===== config.mk =====
export PLATFORM = sky130hd
export DESIGN_NAME = thermal_clock_throttle
export DESIGN_NICKNAME = d
export VERILOG_FILES = /design/src/rtl/thermal_clock_throttle_pkg.sv /design/src/rtl/thermal_clock_throttle.sv
export VERILOG_INCLUDE_DIRS = /design/src /design/src/rtl
export SDC_FILE = /design/constraint.sdc
export NUM_CORES = 1
export LEC_CHECK = 0
export BUFFER_PORTS_ARGS = -buffer_cell sky130_fd_sc_hd__clkbuf_2
export CAP_MARGIN = 20
export CORE_MARGIN = 2
export CORE_UTILIZATION = 50
export CTS_BUF_LIST = sky130_fd_sc_hd__clkbuf_8
export DETAILED_ROUTE_END_ITERATION = 16
export MAX_ROUTING_LAYER = met4
export PLACE_DENSITY = 0.83
export SYNTH_ARGS = -nofsm -noshare
export SYNTH_HDL_FRONTEND = slang
export SYNTH_SLANG_ARGS = --single-unit

===== constraint.sdc =====
create_clock -name core_clk -period 4.57 [get_ports core_clk]
set_input_delay 0.914 -clock core_clk [delete_from_list [all_inputs] [get_ports core_clk]]
set_output_delay 0.914 -clock core_clk [all_outputs]
set_load 0.05 [all_outputs]

===== src/rtl/thermal_clock_throttle_params.svh =====
/*
  Constants for the thermal clock throttle: register offsets, field positions,
  reset values and modulation timing.
  Assumes inclusion by bare name from the design file and the testbench.
*/
`ifndef THERMAL_CLOCK_THROTTLE_PARAMS_SVH
`define THERMAL_CLOCK_THROTTLE_PARAMS_SVH

// ----------------------------------------------------------------------------
// Register map (byte addresses)
// ----------------------------------------------------------------------------
`define TCT_OFS_CTRL        4'h0
`define TCT_OFS_TARGET      4'h4
`define TCT_OFS_STATUS      4'h8
`define TCT_OFS_IRQCFG      4'hC

// ----------------------------------------------------------------------------
// Field positions and reset values
// ----------------------------------------------------------------------------
`define TCT_CTRL_ONDEMAND_BIT 4
`define TCT_CTRL_DUTY_LSB     1
`define TCT_CTRL_DUTY_MSB     3
`define TCT_CTRL_RESET        32'h0000_0000
`define TCT_TARGET_MAX        5'h1E
`define TCT_TARGET_BASE_C     50

// ----------------------------------------------------------------------------
// Timing
// ----------------------------------------------------------------------------
`define TCT_CLK_PERIOD_NS     10
`define TCT_OFF_MAX_NS        3000
`define TCT_OFF_MAX_CYC       (`TCT_OFF_MAX_NS / `TCT_CLK_PERIOD_NS)
`define TCT_SLOT_CYC          (`TCT_OFF_MAX_CYC / 7)
`define TCT_THERM_ON_SLOTS    3'h3
`define TCT_HYST_CYC          1000

`endif


===== src/rtl/thermal_clock_throttle_pkg.sv =====
/*
  Types for the thermal clock throttle.
  Assumes the params header is on the include path.
*/
`default_nettype none
package thermal_clock_throttle_pkg;
  typedef enum logic [1:0] {
    THERM_IDLE,
    THERM_ACTIVE,
    THERM_HYST
  } therm_state_e;
endpackage
`default_nettype wire


===== src/rtl/thermal_clock_throttle.sv =====
/*
  Thermal clock throttle: clock gating modulation, hot indicator, trip output
  and calibrated fan threshold, with an Avalon-MM slave for software.
  Assumes temperature comparator levels synchronous to core_clk and a board
  pull-up on the hot indicator wire.
*/
// The Avalon-MM interface to the registers and the register offsets were decided locally.
`timescale 1ns/1ps
`default_nettype none
`include "thermal_clock_throttle_params.svh"
module thermal_clock_throttle
  import thermal_clock_throttle_pkg::*;
#(
  parameter logic [4:0] FAN_THRESHOLD = 5'h14,
  parameter int         HYST_CYC      = `TCT_HYST_CYC
) (
  // Clock and reset
  input  wire logic        core_clk,
  input  wire logic        reset,
  // Avalon-MM slave
  input  wire logic [3:0]  avs_address,
  input  wire logic        avs_read,
  input  wire logic        avs_write,
  input  wire logic [31:0] avs_writedata,
  output logic [31:0]      avs_readdata,
  output logic             avs_waitrequest,
  // Thermal sensor levels
  input  wire logic        die_at_max,
  input  wire logic        die_catastrophic,
  input  wire logic        monitor_enable,
  // Hot indicator pin, open drain
  input  wire logic        hot_indicator_n_in,
  output logic             hot_indicator_n_out,
  output logic             hot_indicator_n_oe,
  // Trip output
  output logic             thermal_trip_n,
  // Core clock gate and interrupts
  output logic             core_clk_enable,
  input  wire logic        irq_request,
  output logic             irq_deliver,
  output logic             hot_event
);

  localparam int SLOT_CYC = `TCT_SLOT_CYC;

  // --------------------------------------------------------------------------
  // Helpers
  // --------------------------------------------------------------------------
  function automatic logic addr_is(input logic [3:0] a, input logic [3:0] ofs);
    return a == ofs;
  endfunction

  // --------------------------------------------------------------------------
  // Register file
  // --------------------------------------------------------------------------
  logic [3:0]  ctrl_r;
  logic [3:0]  ctrl_nxt;
  logic [1:0]  irqcfg_r;
  logic [1:0]  irqcfg_nxt;
  logic        ack_r;
  logic        ack_nxt;
  logic [31:0] rdata_r;
  logic [31:0] rdata_nxt;
  logic        trip_r;
  logic        trip_nxt;
  logic        hot_seen_r;
  logic        hot_seen_nxt;
  logic        evt_r;
  logic        evt_nxt;
  logic        pend_r;
  logic        pend_nxt;
  therm_state_e st_r;
  therm_state_e st_nxt;
  logic [15:0] hyst_r;
  logic [15:0] hyst_nxt;
  logic [2:0]  slot_r;
  logic [2:0]  slot_nxt;
  logic [15:0] sub_r;
  logic [15:0] sub_nxt;
  logic        ena_r;
  logic        ena_nxt;
  logic        hot_req;
  logic        tcc_on;
  logic        od_on;
  logic [2:0]  duty;
  logic [4:0]  fan_val;

  // One wait state: read data comes from a flop, writes land at the answering edge
  assign avs_waitrequest = (avs_read | avs_write) & ~ack_r;
  assign avs_readdata    = rdata_r;
  assign fan_val = (FAN_THRESHOLD > `TCT_TARGET_MAX) ? `TCT_TARGET_MAX : FAN_THRESHOLD;

  always_comb begin
    ctrl_nxt   = ctrl_r;
    irqcfg_nxt = irqcfg_r;
    rdata_nxt  = rdata_r;
    ack_nxt    = (avs_read | avs_write) & ~ack_r;
    if (avs_write & ack_r) begin
      if (addr_is(avs_address, `TCT_OFS_CTRL)) begin
        ctrl_nxt = avs_writedata[`TCT_CTRL_ONDEMAND_BIT:`TCT_CTRL_DUTY_LSB];
      end
      if (addr_is(avs_address, `TCT_OFS_IRQCFG)) begin
        irqcfg_nxt = avs_writedata[1:0];
      end
    end
    if (avs_read & ~ack_r) begin
      rdata_nxt = 32'h0000_0000;
      case (avs_address)
        `TCT_OFS_CTRL:   rdata_nxt = {27'h0, ctrl_r, 1'b0};
        `TCT_OFS_TARGET: rdata_nxt = {27'h0, fan_val};
        `TCT_OFS_STATUS: rdata_nxt = {28'h0, ~thermal_trip_n, od_on, tcc_on, hot_req};
        `TCT_OFS_IRQCFG: rdata_nxt = {30'h0, irqcfg_r};
        default:         rdata_nxt = 32'h0000_0000;
      endcase
    end
  end

  always_ff @(posedge core_clk or posedge reset) begin
    if (reset) begin
      ctrl_r   <= 4'h0;
      irqcfg_r <= 2'h0;
      ack_r    <= 1'b0;
      rdata_r  <= 32'h0000_0000;
    end else begin
      ctrl_r   <= ctrl_nxt;
      irqcfg_r <= irqcfg_nxt;
      ack_r    <= ack_nxt;
      rdata_r  <= rdata_nxt;
    end
  end

  // --------------------------------------------------------------------------
  // Thermal control circuit state
  // --------------------------------------------------------------------------
  // Threshold comparison lives in the sensor; STATUS bit 0 reports it, ORed with the hot indicator wire
  assign hot_req = die_at_max | ~hot_indicator_n_in;
  assign tcc_on  = monitor_enable & (st_r != THERM_IDLE);
  assign od_on   = ctrl_r[3];

  always_comb begin
    st_nxt   = st_r;
    hyst_nxt = hyst_r;
    case (st_r)
      THERM_IDLE: begin
        if (hot_req) st_nxt = THERM_ACTIVE;
      end
      THERM_ACTIVE: begin
        if (!hot_req) begin
          st_nxt   = THERM_HYST;
          hyst_nxt = 16'(HYST_CYC);
        end
      end
      THERM_HYST: begin
        if (hot_req) begin
          st_nxt = THERM_ACTIVE;
        end else if (hyst_r == 16'h0000) begin
          st_nxt = THERM_IDLE;
        end else begin
          hyst_nxt = hyst_r - 16'h0001;
        end
      end
      default: st_nxt = THERM_IDLE;
    endcase
  end

  always_ff @(posedge core_clk or posedge reset) begin
    if (reset) begin
      st_r   <= THERM_IDLE;
      hyst_r <= 16'h0000;
    end else begin
      st_r   <= st_nxt;
      hyst_r <= hyst_nxt;
    end
  end

  // --------------------------------------------------------------------------
  // Modulation: eight slots per period, on for the first duty slots
  // --------------------------------------------------------------------------
  // Thermal duty is a constant and wins over the software field
  assign duty = tcc_on ? `TCT_THERM_ON_SLOTS : ctrl_r[2:0];

  always_comb begin
    sub_nxt  = sub_r;
    slot_nxt = slot_r;
    ena_nxt  = 1'b1;
    if (tcc_on | (od_on & ctrl_r[2:0] != 3'h0)) begin
      if (sub_r == 16'(SLOT_CYC - 1)) begin
        sub_nxt  = 16'h0000;
        slot_nxt = slot_r + 3'h1;
      end else begin
        sub_nxt = sub_r + 16'h0001;
      end
      ena_nxt = (slot_nxt < duty);
    end else begin
      sub_nxt  = 16'h0000;
      slot_nxt = 3'h0;
    end
    if (trip_r) ena_nxt = 1'b0;
  end

  always_ff @(posedge core_clk or posedge reset) begin
    if (reset) begin
      slot_r <= 3'h0;
      sub_r  <= 16'h0000;
      ena_r  <= 1'b1;
    end else begin
      slot_r <= slot_nxt;
      sub_r  <= sub_nxt;
      ena_r  <= ena_nxt;
    end
  end

  // --------------------------------------------------------------------------
  // Hot indicator, trip and interrupts
  // --------------------------------------------------------------------------
  always_comb begin
    trip_nxt     = trip_r | die_catastrophic;
    hot_seen_nxt = hot_req;
    evt_nxt      = (irqcfg_r[0] & hot_req & ~hot_seen_r) |
                   (irqcfg_r[1] & ~hot_req & hot_seen_r);
    // Set wins over the delivery clear
    pend_nxt     = irq_request | (pend_r & ~ena_r);
  end

  assign hot_indicator_n_out = 1'b0;
  assign hot_indicator_n_oe  = die_at_max;
  assign thermal_trip_n      = ~trip_r;
  assign core_clk_enable     = ena_r;
  assign irq_deliver         = pend_r & ena_r;
  assign hot_event           = evt_r;

  always_ff @(posedge core_clk or posedge reset) begin
    if (reset) begin
      trip_r     <= 1'b0;
      hot_seen_r <= 1'b0;
      evt_r      <= 1'b0;
      pend_r     <= 1'b0;
    end else begin
      trip_r     <= trip_nxt;
      hot_seen_r <= hot_seen_nxt;
      evt_r      <= evt_nxt;
      pend_r     <= pend_nxt;
    end
  end

  // --------------------------------------------------------------------------
  // Assertions
  // --------------------------------------------------------------------------
  property p_trip_sticky;
    @(posedge core_clk) disable iff (reset) !thermal_trip_n |=> !thermal_trip_n;
  endproperty
  a_trip_sticky: assert property (p_trip_sticky) else $error("trip released");

  property p_trip_set;
    @(posedge core_clk) disable iff (reset) die_catastrophic |=> !thermal_trip_n;
  endproperty
  a_trip_set: assert property (p_trip_set) else $error("trip not set");

  property p_hot_drive;
    @(posedge core_clk) disable iff (reset) die_at_max |-> hot_indicator_n_oe;
  endproperty
  a_hot_drive: assert property (p_hot_drive) else $error("hot not driven");

  property p_engage;
    @(posedge core_clk) disable iff (reset)
      (monitor_enable && !hot_indicator_n_in) ##1 monitor_enable |-> tcc_on;
  endproperty
  a_engage: assert property (p_engage) else $error("circuit not engaged");

  property p_hyst;
    @(posedge core_clk) disable iff (reset)
      (st_r == THERM_ACTIVE && !hot_req) |=> st_r == THERM_HYST;
  endproperty
  a_hyst: assert property (p_hyst) else $error("no hysteresis");

  property p_off_max;
    @(posedge core_clk) disable iff (reset || trip_r)
      $fell(core_clk_enable) |-> ##[1:300] core_clk_enable;
  endproperty
  a_off_max: assert property (p_off_max) else $error("off too long");

  property p_irq_gate;
    @(posedge core_clk) disable iff (reset) irq_deliver |-> core_clk_enable;
  endproperty
  a_irq_gate: assert property (p_irq_gate) else $error("irq while stopped");

  property p_idle_run;
    @(posedge core_clk) disable iff (reset)
      (!tcc_on && !od_on && !trip_r) |=> core_clk_enable;
  endproperty
  a_idle_run: assert property (p_idle_run) else $error("clock gated idle");

  property p_target;
    @(posedge core_clk) disable iff (reset) fan_val <= `TCT_TARGET_MAX;
  endproperty
  a_target: assert property (p_target) else $error("threshold range");

  property p_fan_read;
    @(posedge core_clk) disable iff (reset)
      (avs_read && !avs_waitrequest && addr_is(avs_address, `TCT_OFS_TARGET)) |->
      (avs_readdata[31:5] == 27'h0 && avs_readdata[4:0] <= `TCT_TARGET_MAX);
  endproperty
  a_fan_read: assert property (p_fan_read) else $error("threshold read range");

  property p_wait_one;
    @(posedge core_clk) disable iff (reset)
      ((avs_read || avs_write) && avs_waitrequest) |=> !avs_waitrequest;
  endproperty
  a_wait_one: assert property (p_wait_one) else $error("bus answer late");

  property p_trip_gate;
    @(posedge core_clk) disable iff (reset) !thermal_trip_n |=> !core_clk_enable;
  endproperty
  a_trip_gate: assert property (p_trip_gate) else $error("clock runs after trip");

  property p_irq_latch;
    @(posedge core_clk) disable iff (reset)
      irq_request |=> (irq_deliver || !core_clk_enable);
  endproperty
  a_irq_latch: assert property (p_irq_latch) else $error("interrupt lost");

  property p_cool_hold;
    @(posedge core_clk) disable iff (reset)
      (st_r == THERM_HYST && hyst_r != 16'h0000 && !hot_req) |=> st_r == THERM_HYST;
  endproperty
  a_cool_hold: assert property (p_cool_hold) else $error("hysteresis cut short");

  property p_od_start;
    @(posedge core_clk) disable iff (reset || !od_on || ctrl_r[2:0] == 3'h0)
      $rose(od_on) |-> ##[1:336] !core_clk_enable;
  endproperty
  a_od_start: assert property (p_od_start) else $error("on-demand not modulating");

  // Off-run length, kept only for the off-interval check; trip parks it at zero
  logic [15:0] off_run_r;
  logic [15:0] off_run_nxt;

  always_comb begin
    off_run_nxt = 16'h0000;
    if (!ena_r && !trip_r) begin
      off_run_nxt = off_run_r + 16'h0001;
    end
  end

  always_ff @(posedge core_clk or posedge reset) begin
    if (reset) begin
      off_run_r <= 16'h0000;
    end else begin
      off_run_r <= off_run_nxt;
    end
  end

  property p_off_run;
    @(posedge core_clk) disable iff (reset)
      off_run_r <= 16'(`TCT_OFF_MAX_CYC);
  endproperty
  a_off_run: assert property (p_off_run) else $error("off interval too long");

  c_tcc:  cover property (@(posedge core_clk) disable iff (reset) $rose(tcc_on));
  c_od:   cover property (@(posedge core_clk) disable iff (reset) od_on && !tcc_on && !ena_r);
  c_trip: cover property (@(posedge core_clk) disable iff (reset) $fell(thermal_trip_n));
  c_hev:  cover property (@(posedge core_clk) disable iff (reset) hot_event);

endmodule
`default_nettype wire


==> results_dict.tcl <==
set metrics [dict create \
    power.density_nw_per_um2 308.4 \
    synth-seq-area-share 0.4458 \
    fin_ws_ps 1990 \
    core_sq_um 5886 \
    postCtsSetupBuffers 0 \
    slew_headroom 0.5732 \
    drt_iter0_markers 144 \
    combPwrFrac 0.202 \
    worst_pin_slew_ps 634.4 \
    setup_viol_count_final 0 \
    multiInputGateArea_sq_um 1498 \
    p_leak_nw 1.424 \
    grt_max_degree 55 \
    path_max_fanout 6 \
    power_switching_mw 0.3272 \
    path_clk_slew_ps 100 \
    first_global_vias 2246 \
    synth.area.top_cells "dfrtp_1, buf_4, nor2_1" \
    clock_sinks 54 \
    antenna_left 0 \
    die_x_microns 81.90 \
    r2r_start "sub_r[1]" \
    top_usage_layer "met2" \
    clockBufferDepth 2 \
    hpwl_mm 4.217 \
    grt_use_total 0.1886 \
    cts_buffers 5 \
    die_h_microns 81.90 \
    routed_via_density 5.547 \
    use_met2 0.3276 \
    crit_path_start "sub_r[1]" \
    cts_root_buf "clkbuf_8" \
    drc 0 \
    status "finished, final reports clean" \
    synth.avg_cell_area_sq_um 9.365 \
    postSynthCellCount 324 \
    peakVddDrop_v 0.0002326 \
    fill_cells 519 \
    p_sw_frac 0.3293 \
    worstPathArrival_ps 2810 \
    maxSlewViolCount 0 \
    ios 84 \
    clock_latency_ps 310 \
    regArea_sq_um 1353 \
    max_freq_ghz 0.3875 \
    dr.pass1.iters 4 \
    yosys.cell_count.top_type "dfrtp_1" \
    gr-usage-met1 0.2136 \
    worstSetupEndpointType "flip-flop" \
    fin_setup_tns_ps 0 \
    ys_types 44 \
    critPathRequiredTime_ps 4800 \
    layout.nets 402 \
    synth_top_area_cell "dfrtp_1" \
    area_growth_pct 6.186 \
    grt_overflow 0 \
    path_class "reg2reg" \
    pre_cts_slack_ps 1995 \
    drive_above_1_share 0.1425 \
    synth-async-reset-ratio 1.000 \
    synth_top_area_frac 0.4371 \
    hold_slack_ps 488.4 \
    grt_pass1_wl_mm 9.632 \
    gp_congestion 0.9273 \
    intPower_mw 0.6664 \
    yosysWarnings 0 \
    synth_edf_count 0 \
    start_util 0.5155 \
    hold_violations 0 \
    min_period_ps 2580 \
    cts_tree "done" \
    power_frac_clock 0.253 \
    ys_seq_elements 54 \
    io_buffers 28 \
    cap_violations 0 \
    htreeDepth 2 \
    cts.repair.resized 0 \
    n_antenna_cell 0 \
    worstSetupStartpointType "flip-flop" \
    synth.top_cells.by_count "dfrtp_1, buf_4, nor2_1" \
    skew_ps 11.63 \
    dieArea_sq_um 6708 \
    antenna_found_initial 0 \
    hold_buffers 0 \
    fp-row-count 28 \
    fin_crit_sh 0.5646 \
    vias 2363 \
    seq_power_share 0.545 \
    drt_wl_total_mm 5.723 \
    hold_class "in2async" \
    rsz0062_at_grt "false" \
    ys.flop_type "dfrtp_1" \
    wl_per_cell_microns 13.43 \
    synthesis.area_sq_um 3034 \
    grt_use_met3 0.03846 \
]
[cell usage in the layout (no fill, tap or decap), drive strengths merged, types with 3 or more instances in the layout]
cell type / n
nand2b: 3
mux2i: 7
xor2: 4
or3: 9
nand2: 27
o21ai: 17
or4: 13
dfrtp: 53
o31ai: 11
o211ai: 3
and4: 3
clkbuf: 33
conb: 28
and2: 4
nor4: 6
ha: 7
or2: 4
nor3: 7
nor2: 29
mux2: 7
a21oi: 13
nand3: 13
inv: 13
xnor2: 5
nand4: 8
[per-stage QoR]
step | cells | util | total power [mW] | cell area (sq um)
2_1_floorplan | 351 | - | 0.7252 | 3136
3_3_place_gp | 417 | 0.5304 | 0.7406 | 3122
3_5_place_dp | 417 | 0.5304 | 0.7487 | 3122
4_1_cts | 425 | 0.5440 | 1.000 | 3202
5_1_grt | 426 | 0.5474 | 1.049 | 3222
6_report | 426 | 0.5474 | 0.9936 | 3222
[state kept, by name, indices dropped and copies added, names as in the netlist]
name / count
ack_r: 1
avs_readdata: 5
core_clk_enable: 1
ctrl_r: 4
hot_event: 1
hot_seen_r: 1
hyst_r: 16
irqcfg_r: 2
pend_r: 1
slot_r: 3
st_r: 2
sub_r: 16
trip_r: 1
[power by group through the flow]
stage / Sequential, mW / Clock, mW / Combinational [mW]
floorplan: 0.553 / 0 / 0.172
global route: 0.547 / 0.280 / 0.223
CTS: 0.541 / 0.260 / 0.199
detailed placement: 0.550 / 0 / 0.199
global placement: 0.548 / 0 / 0.192
finish: 0.541 / 0.252 / 0.201
[layer usage]
| metal | part of all wire | wire (microns) | vias up |
|---|---|---|---|
| met5 | 0 | 0 | - |
| met4 | 0.013 | 72 | 0 |
| met3 | 0.038 | 215 | 10 |
| met2 | 0.50 | 2886 | 46 |
| met1 | 0.45 | 2549 | 1146 |
| li1 | - | - | 1161 |
[worst paths after layout]
path	endpoint	slack, ps	cells after the start
worst max-delay path	core_clk_enable	1990	11
worst min-delay path	pend_r	490	2
worst max register to register	core_clk_enable	1990	11
worst min register to register	ack_r	490	1
max in group asynchronous	hyst_r[8]	3560	3
min in group core_clk	ack_r	490	1
[kinds of logic after synthesis]
kind of cell / Yosys count / synth area share
XOR/XNOR: 9 / 0.02598
AND/OR/NAND/NOR: 139 / 0.2495
multiplexers: 14 / 0.04907
AO/OA/AOI/OAI: 53 / 0.1056
adder cells (fa/ha/maj): 7 / 0.02886
buffers and inverters: 47 / 0.09402
other: 1 / 0.001236
flip-flops: 54 / 0.4458
[cell type report]
cell class,count,share of cell area
clock buffers,5,0.02136
clock inverters,3,0.003495
repair buffers,29,0.04971
flip-flops and latches,54,0.4198
well taps,75,0.02913
multi-input cells,250,0.4649
inverters,10,0.01165
[worst max-delay path: stages (launching register included)]
cell and delay, ps:
dfrtp_1 420, inv_1 70, ha_1 130, nor4bb_1 310, nand4_1 310, o21ai_0 310, nand2_1 90, ha_1 330
nand2_1 70, or2_2 260, mux2i_1 120, o22ai_1 80
Power figures use the tool's default switching activity.
